$ cat config.mk
export PLATFORM = sky130hd
export DESIGN_NAME = srs_status
export DESIGN_NICKNAME = d
export VERILOG_FILES = /design/src/srs_pkg.sv /design/src/srs_group.sv /design/src/srs_status.sv
export VERILOG_INCLUDE_DIRS = /design/src
export SDC_FILE = /design/constraint.sdc
export NUM_CORES = 1
export LEC_CHECK = 0
export BUFFER_PORTS_ARGS = -buffer_cell sky130_fd_sc_hd__buf_2
export CAP_MARGIN = 25
export CORE_UTILIZATION = 50
export CTS_CLUSTER_SIZE = 16
export DETAILED_ROUTE_END_ITERATION = 16
export GPL_ROUTABILITY_DRIVEN = 0
export PLACE_DENSITY_LB_ADDON = 0.15
export SETUP_SLACK_MARGIN = 0.2
export SLEW_MARGIN = 10
export SYNTH_ARGS = -nofsm -noshare
export SYNTH_HDL_FRONTEND = slang
export SYNTH_SLANG_ARGS = --single-unit
$ cat constraint.sdc
create_clock -name clk -period 2.1 [get_ports clk]
set_input_delay 0.42 -clock clk [delete_from_list [all_inputs] [get_ports clk]]
set_output_delay 0.42 -clock clk [all_outputs]
set_load 0.01 [all_outputs]
$ cat src/srs_params.svh
// constants for the status reporting block
`ifndef SRS_PARAMS_SVH
`define SRS_PARAMS_SVH
`define SRS_W 8
`define SRS_GW 16
`define SRS_ZERO8 8'h00
`define SRS_ZERO16 16'h0000
`define SRS_SRE_KEEP 8'hbf
`define SRS_ESR_KEEP 8'hfd
`define SRS_STB_ERRQ 2
`define SRS_STB_QUES 3
`define SRS_STB_MAV 4
`define SRS_STB_ESB 5
`define SRS_STB_RQS 6
`define SRS_STB_OPER 7
`define SRS_EV_OPC 0
`define SRS_EV_QYE 2
`define SRS_EV_DDE 3
`define SRS_EV_EXE 4
`define SRS_EV_CME 5
`define SRS_EV_URQ 6
`define SRS_EV_PON 7
`define SRS_CLS_ALL 1'b1
`endif

$ cat src/srs_pkg.sv
// types shared by the status reporting block
package srs_pkg;
	typedef logic [7:0] srs_byte_t;
	typedef logic [15:0] srs_group_t;
	typedef enum logic [1:0] {
		SRS_SEL_SRE,
		SRS_SEL_ESE,
		SRS_SEL_ESR,
		SRS_SEL_STB
	} srs_sel_t;
endpackage

$ cat src/srs_group.sv
// one generic status group: condition, transition filters, event, enable, summary
`timescale 1ns/1ps
`include "srs_params.svh"
module srs_group (
	// clock and reset
	input wire logic clk,
	input wire logic srst,
	// condition inputs, already synchronous
	input wire srs_pkg::srs_group_t cond,
	// filters and enable
	input wire srs_pkg::srs_group_t ntr,
	input wire srs_pkg::srs_group_t ptr,
	input wire srs_pkg::srs_group_t ena,
	// clears
	input wire logic read_clr,
	input wire logic cls,
	// results
	output srs_pkg::srs_group_t cond_q,
	output srs_pkg::srs_group_t event_q,
	output logic summary_q
);
	import srs_pkg::*;
	srs_group_t cond_d;
	srs_group_t event_d;
	logic summary_d;
	// every bit handled alike
	genvar i;
	generate
		for (i = 0; i < `SRS_GW; i++) begin : g_bit
			logic rise;
			logic fall;
			assign rise = cond[i] & ~cond_q[i] & ptr[i];
			assign fall = ~cond[i] & cond_q[i] & ntr[i];
			// set wins over a clearing read in the same cycle
			assign event_d[i] = rise | fall | (event_q[i] & ~read_clr & ~cls);
		end
	endgenerate
	always_comb begin
		cond_d = cond;
		summary_d = |(event_d & ena);
	end
	always_ff @(posedge clk) begin
		if (srst) begin
			cond_q <= `SRS_ZERO16;
			event_q <= `SRS_ZERO16;
			summary_q <= 1'b0;
		end else begin
			cond_q <= cond_d;
			event_q <= event_d;
			summary_q <= summary_d;
		end
	end
endmodule

$ cat src/srs_status.sv
// status byte, service request mask and standard event group
//
// How it works
// - status byte bit reaches request summary only when its mask bit is set
// - mask bit 6 never stored, so the summary cannot enable itself
// - mask written as byte value and read back as stored
// - condition registers follow their live inputs every cycle
// - enabled falling condition bit sets its event bit
// - enabled rising condition bit sets its event bit
// - event bits stick until read or clear-status command
// - group summary is OR of event bits ANDed with enable bits
// - standard event bits are set directly by event pulses, no filters
// - standard event summary drives status byte bit 5
// - bit 0 set when pending operations complete after operation-complete request
// - bit 1 always reads zero
// - bit 2 set on query error
// - bit 3 set on device dependent error
// - bit 4 set on execution error
// - bit 5 set on command error
// - bit 6 set on local user request, even in lockout
// - bit 7 set after power cycle
// - standard event read returns all set bits
// - standard event mask written as byte value
// - standard event mask reads back last written value
// - status byte bit 6 is masked OR of status byte, shown in read value
// - bits 7,3,2,4 carry operation, questionable, error queue, message flags
`timescale 1ns/1ps
`include "srs_params.svh"
module srs_status (
	// clock and reset
	input wire logic clk,
	input wire logic srst,
	// command port from the controller parser
	input wire logic wr_en,
	input wire logic rd_en,
	input wire srs_pkg::srs_sel_t sel,
	input wire srs_pkg::srs_byte_t wr_data,
	input wire logic cls,
	input wire logic opc_arm,
	output srs_pkg::srs_byte_t rd_data_q,
	output logic rd_valid_q,
	// firmware event pulses
	input wire logic ops_done,
	input wire logic query_err,
	input wire logic device_err,
	input wire logic exec_err,
	input wire logic cmd_err,
	input wire logic user_request,
	input wire logic power_on,
	// status byte sources
	input wire logic err_queue_nonempty,
	input wire logic msg_available,
	// operation group
	input wire srs_pkg::srs_group_t oper_cond,
	input wire srs_pkg::srs_group_t oper_ntr,
	input wire srs_pkg::srs_group_t oper_ptr,
	input wire srs_pkg::srs_group_t oper_ena,
	input wire logic oper_read,
	output srs_pkg::srs_group_t oper_event_q,
	// questionable group
	input wire srs_pkg::srs_group_t ques_cond,
	input wire srs_pkg::srs_group_t ques_ntr,
	input wire srs_pkg::srs_group_t ques_ptr,
	input wire srs_pkg::srs_group_t ques_ena,
	input wire logic ques_read,
	output srs_pkg::srs_group_t ques_event_q,
	// summaries
	output srs_pkg::srs_byte_t status_byte_q,
	output logic master_request_summary_q
);
	import srs_pkg::*;
	// ****************************************
	// registers and their next values
	// ****************************************
	srs_byte_t service_request_mask_q;
	srs_byte_t service_request_mask_d;
	srs_byte_t standard_event_mask_q;
	srs_byte_t standard_event_mask_d;
	srs_byte_t standard_event_flags_q;
	srs_byte_t standard_event_flags_d;
	logic opc_pend_q;
	logic opc_pend_d;
	srs_byte_t status_byte_d;
	logic msr_d;
	srs_byte_t rd_data_d;
	logic rd_valid_d;
	// ****************************************
	// decoded commands and status sources
	// ****************************************
	// flag bit 1 is never kept: the device never asks for control
	localparam srs_byte_t esr_keep = `SRS_ESR_KEEP;
	logic sre_write;
	logic ese_write;
	logic esr_read;
	logic esr_clear;
	srs_byte_t esr_set;
	srs_byte_t stb_src;
	srs_byte_t stb_masked;
	logic oper_sum_q;
	logic ques_sum_q;
	genvar b;
	genvar m;
	// ****************************************
	// operation and questionable groups
	// ****************************************
	// condition copies stay inside the groups; only events and summaries leave
	srs_group u_oper (
		.clk(clk),
		.srst(srst),
		.cond(oper_cond),
		.ntr(oper_ntr),
		.ptr(oper_ptr),
		.ena(oper_ena),
		.read_clr(oper_read),
		.cls(cls),
		.cond_q(),
		.event_q(oper_event_q),
		.summary_q(oper_sum_q)
	);
	srs_group u_ques (
		.clk(clk),
		.srst(srst),
		.cond(ques_cond),
		.ntr(ques_ntr),
		.ptr(ques_ptr),
		.ena(ques_ena),
		.read_clr(ques_read),
		.cls(cls),
		.cond_q(),
		.event_q(ques_event_q),
		.summary_q(ques_sum_q)
	);
	// ****************************************
	// command decode
	// ****************************************
	// back to back commands are fine; a read in a write cycle sees the old mask
	always_comb begin
		sre_write = 1'b0;
		ese_write = 1'b0;
		esr_read = 1'b0;
		// writes aimed at the flag register or the status byte are dropped
		if (wr_en) begin
			unique case (sel)
				SRS_SEL_SRE: begin
					sre_write = 1'b1;
				end
				SRS_SEL_ESE: begin
					ese_write = 1'b1;
				end
				SRS_SEL_ESR, SRS_SEL_STB: begin
				end
			endcase
		end
		if (rd_en) begin
			esr_read = (sel == SRS_SEL_ESR);
		end
		// a flag query and the clear command both empty the flag register
		esr_clear = esr_read | cls;
	end
	// ****************************************
	// operation complete tracking
	// ****************************************
	// a completion only counts while a request for it is pending
	always_comb begin
		opc_pend_d = opc_pend_q;
		// a fresh arm wins over a completion in the same cycle
		if (opc_arm) begin
			opc_pend_d = 1'b1;
		end else if (ops_done) begin
			opc_pend_d = 1'b0;
		end
	end
	always_ff @(posedge clk) begin
		if (srst) begin
			opc_pend_q <= 1'b0;
		end else begin
			opc_pend_q <= opc_pend_d;
		end
	end
	// ****************************************
	// standard event group
	// ****************************************
	// events arrive as one-cycle pulses; no condition copy, no filters
	always_comb begin
		esr_set = `SRS_ZERO8;
		esr_set[`SRS_EV_OPC] = opc_pend_q & ops_done;
		esr_set[`SRS_EV_QYE] = query_err;
		esr_set[`SRS_EV_DDE] = device_err;
		esr_set[`SRS_EV_EXE] = exec_err;
		esr_set[`SRS_EV_CME] = cmd_err;
		esr_set[`SRS_EV_URQ] = user_request;
		esr_set[`SRS_EV_PON] = power_on;
	end
	// set wins over the clearing read, so no event slips between read and clear
	generate
		for (b = 0; b < `SRS_W; b++) begin : g_flag
			assign standard_event_flags_d[b] = esr_keep[b]
				& (esr_set[b] | (standard_event_flags_q[b] & ~esr_clear));
		end
	endgenerate
	always_ff @(posedge clk) begin
		if (srst) begin
			standard_event_flags_q <= `SRS_ZERO8;
		end else begin
			standard_event_flags_q <= standard_event_flags_d;
		end
	end
	// ****************************************
	// request mask
	// ****************************************
	// a write lands at its edge; a read one cycle later sees it
	always_comb begin
		service_request_mask_d = service_request_mask_q;
		if (sre_write) begin
			// bit 6 is the summary itself, so it is never stored
			service_request_mask_d = wr_data & `SRS_SRE_KEEP;
		end
	end
	always_ff @(posedge clk) begin
		if (srst) begin
			service_request_mask_q <= `SRS_ZERO8;
		end else begin
			service_request_mask_q <= service_request_mask_d;
		end
	end
	// ****************************************
	// event mask
	// ****************************************
	// every event flag may be enabled, unlike the request mask
	always_comb begin
		standard_event_mask_d = standard_event_mask_q;
		if (ese_write) begin
			standard_event_mask_d = wr_data;
		end
	end
	always_ff @(posedge clk) begin
		if (srst) begin
			standard_event_mask_q <= `SRS_ZERO8;
		end else begin
			standard_event_mask_q <= standard_event_mask_d;
		end
	end
	// ****************************************
	// status byte and request summary
	// ****************************************
	// group summaries arrive registered from next events, so they change in the same cycle as their events
	always_comb begin
		stb_src = `SRS_ZERO8;
		stb_src[`SRS_STB_ERRQ] = err_queue_nonempty;
		stb_src[`SRS_STB_QUES] = ques_sum_q;
		stb_src[`SRS_STB_MAV] = msg_available;
		stb_src[`SRS_STB_OPER] = oper_sum_q;
		// next flags, so the summary lines up with the flag register
		stb_src[`SRS_STB_ESB] = |(standard_event_flags_d & standard_event_mask_q);
	end
	// each source bit passes only under its own mask bit
	generate
		for (m = 0; m < `SRS_W; m++) begin : g_request
			assign stb_masked[m] = stb_src[m] & service_request_mask_q[m];
		end
	endgenerate
	always_comb begin
		// mask bit 6 is always clear, so the summary never feeds itself
		msr_d = |stb_masked;
		status_byte_d = stb_src;
		status_byte_d[`SRS_STB_RQS] = msr_d;
	end
	// the master summary is a registered copy of status byte bit 6
	always_ff @(posedge clk) begin
		if (srst) begin
			status_byte_q <= `SRS_ZERO8;
			master_request_summary_q <= 1'b0;
		end else begin
			status_byte_q <= status_byte_d;
			master_request_summary_q <= msr_d;
		end
	end
	// ****************************************
	// query answers
	// ****************************************
	always_comb begin
		rd_valid_d = rd_en;
		rd_data_d = `SRS_ZERO8;
		if (rd_en) begin
			unique case (sel)
				SRS_SEL_SRE: rd_data_d = service_request_mask_q;
				SRS_SEL_ESE: rd_data_d = standard_event_mask_q;
				SRS_SEL_ESR: rd_data_d = standard_event_flags_q;
				SRS_SEL_STB: rd_data_d = status_byte_q;
			endcase
		end
	end
	// an answer stands for one cycle, zero otherwise
	always_ff @(posedge clk) begin
		if (srst) begin
			rd_data_q <= `SRS_ZERO8;
			rd_valid_q <= 1'b0;
		end else begin
			rd_data_q <= rd_data_d;
			rd_valid_q <= rd_valid_d;
		end
	end
endmodule

==> run metrics <==
status completed; CTS clk-pin slew, worst paths between 100 and 150 ps; setup_tns 0 ps; #FFs+latches synth approximately 100; DRC viols 0; area grow syn2layout 30.5%; Setup Fix Bufs, Post-CTS 0; RSZ-0062 raised after global routing no; crit path capture type flop; CTS sink count ~100; full die area just over 0.009 mm^2; Max Cap Violations 0; number of flops mapped to enable cells by yosys 0; final period utilization 78.4%; Max Buffers Root-to-Sink 2; Worst EP arrival around 1900 ps; CORE AREA 0.00868 mm^2; critical path class reg2reg; Mapped Cells about 480; # hold bufs at CTS 0; Main synth FF type dfxtp_1; num ports 205; post-synth cell types 58; H-tree depth 3; Seq/Total Area, Yosys between 40 and 50%; power density cells between 600 and 700 mW/mm^2; CP Launch Type flop; # diodes 0; Resize count post-CTS 0; PortBufs approximately 200; Skew-Pair Late Insertion Delay 370 ps; drt pass-1 iters 4; DR vias approximately 4400; relative slew slack between 60% and 70%; GRT Util Overall around a quarter; Initial Util 51.4%; DIE WIDTH 96.5 um; mean post-synth cell area around 9.3 um^2; WHS 272 ps; worst slack, placed roughly 230 ps; clock skew around 18 ps; WL per Instance 15.5 um; area of placed instances roughly 0.0056 mm^2; clock tree from TritonCTS built; Die Span Y 96.5 um; Req. time, crit path ~2300 ps; Util after Layout around 67%; final setup margin 453 ps; fin. max-slew vios 0; Post-DRT Antenna Nets 0; GRT overflow 0; post-DR vias/cell roughly 5.5; CTS Root Cell clkbuf_8; TritonCTS Buffers 9; Setup Viol. Count Final 0; Max VDD drop 0.000327 V; Min Clock Period, post-route roughly 1600 ps; Hold Path Class in2reg; first-pass GRT wire length about 19000 um; routed wire length roughly 12000 um; max frequency approximately 0.61 GHz; Leak 0.00278 uW; Yosys warnings 0; post-DP HPWL a little under 10000 um; largest net degree at the start of global routing 52; Hold Fails Final Rpt 0; post-route cell area just under 0.006 mm^2; fin nets 841; Iter 0 DRT Violations about 210; Netlist Area Pre-Place between 0.004 and 0.005 mm^2; layout cells sized above 1 between 30% and 40%; Tightest Pin Transition between 500 and 600 ps; vias in the first global route roughly 4200; fraction of registers with async set/reset 0%; # rows 34; Crit Path Max Fanout 3; initial antenna violation count 1
==> layout make-up <==
class,count,area [um^2]
inverter,17,63.8
clock inverter,6,75.1
multi-input combinational,340,2220
clock buffer,10,138
timing repair buffer,214,1110
tap,108,135
fill,750,2850
sequential,104,2080
==> path summary, 6_finish.rpt <==
check / startpoint / to / slack, ps / depth (start not counted)
hold reg to reg: opc_pend_q$_SDFFE_PP0P_ / standard_event_flags_q[0]$_SDFF_PP0_ / 480 / 2
setup reg to reg: u_ques.cond_q[1]$_SDFF_PP0_ / u_ques.summary_q$_SDFF_PP0_ / 450 / 5
hold / removal: opc_arm / opc_pend_q$_SDFFE_PP0P_ / 270 / 3
setup / recovery: u_ques.cond_q[1]$_SDFF_PP0_ / u_ques.summary_q$_SDFF_PP0_ / 450 / 5
==> where the power goes <==
part           total, uW  switching, uW  internal, uW
clock               1310            709           605
sequential          2140           69.7          2070
combinational        616            306           310
==> registers in the layout, indices dropped and copies added, names as in the netlist <==
signal	cells
rd_valid_q	1
u_ques.summary_q	1
u_ques.event_q	16
standard_event_flags_q	7
rd_data_q	8
u_oper.event_q	16
u_oper.cond_q	16
standard_event_mask_q	8
u_oper.summary_q	1
u_ques.cond_q	16
status_byte_q	6
opc_pend_q	1
service_request_mask_q	7
==> cell families after synthesis <==
family                 Yosys count  share of synthesized area, %
AOI/OAI and AO/OA              122                          18.8
buffers and inverters           38                          3.73
other                            1                        0.0840
DFF                            104                          46.6
muxes                           23                          6.59
and+or+nand+nor                193                          24.2
==> synthesized netlist by cell type, drive strengths merged (3+ instances only) <==
| library cell | number | area (um^2) |
|---|---|---|
| a2111oi | 3 | 33.8 |
| a211oi | 5 | 37.5 |
| a21o | 3 | 22.5 |
| a21oi | 37 | 185 |
| a221oi | 3 | 26.3 |
| a222oi | 3 | 30.0 |
| a22oi | 15 | 113 |
| a31oi | 10 | 68.8 |
| a32oi | 3 | 26.3 |
| a41oi | 3 | 26.3 |
| and3 | 3 | 18.8 |
| and3b | 10 | 87.6 |
| and4b | 5 | 50.1 |
| buf | 9 | 57.6 |
| clkbuf | 12 | 45.0 |
| dfxtp | 104 | 2080 |
| inv | 17 | 63.8 |
| mux2i | 17 | 170 |
| mux4 | 5 | 113 |
| nand2 | 31 | 116 |
| nand2b | 3 | 18.8 |
| nand3 | 8 | 40.0 |
| nand3b | 24 | 180 |
| nand4b | 4 | 35.0 |
| nor2 | 52 | 198 |
| nor2b | 46 | 288 |
| o211ai | 3 | 22.5 |
| o21ai | 17 | 85.1 |
==> per-layer routing <==
metal | share of wire, % | GRT usage (%) | vias up | wire length (um)
met1 | 41 | 30.7 | 2048 | 5090
li1 | - | - | 2156 | -
met5 | 0.10 | 0 | - | 13
met4 | 2.3 | 12.6 | 2 | 289
met3 | 6.6 | 4.77 | 24 | 820
met2 | 50 | 47.3 | 177 | 6180
==> metrics by stage <==
| step | instances | total power, uW |
|---|---|---|
| 2_1_floorplan | 482 | 2490 |
| 3_3_place_gp | 783 | 2780 |
| 6_report | 799 | 4070 |
| 4_1_cts | 799 | 4110 |
| 3_5_place_dp | 783 | 2800 |
| 5_1_grt | 799 | 4260 |
==> critical path: stages (launching register included) <==
cell and delay (ps):
dfxtp_1 340, and4b_1 220, a31oi_1 160, nand4_1 140
a2111oi_0 450, a41oi_1 190
==> layout by cell type, fill, tap and decap left out, types with 2 or more instances in the layout <==
cell | netlist | final
a211oi_1 | 5 | 5
a21o_1 | 3 | 3
a21oi_1 | 37 | 37
a221oi_1 | 3 | 3
a222oi_1 | 3 | 3
a22oi_1 | 15 | 15
a31oi_1 | 9 | 9
a32oi_1 | 3 | 3
a41oi_1 | 3 | 3
and3_1 | 3 | 3
and3b_1 | 10 | 10
and4b_1 | 5 | 5
buf_2 | 4 | 202
buf_4 | 3 | 11
clkbuf_8 | 0 | 10
conb_1 | 1 | 2
dfxtp_1 | 104 | 104
inv_1 | 17 | 17
inv_8 | 0 | 2
mux2i_1 | 17 | 17
mux4_2 | 5 | 5
nand2_1 | 31 | 31
nand2b_1 | 3 | 3
nand3_1 | 8 | 8
nand3b_1 | 24 | 24
nand4_1 | 2 | 2
nand4b_1 | 4 | 4
nor2_1 | 51 | 51
nor2b_1 | 46 | 46
nor3b_1 | 2 | 2
o211ai_1 | 3 | 3
o21ai_0 | 17 | 17
o21ba_2 | 2 | 2
Power figures use the tool's default switching activity.
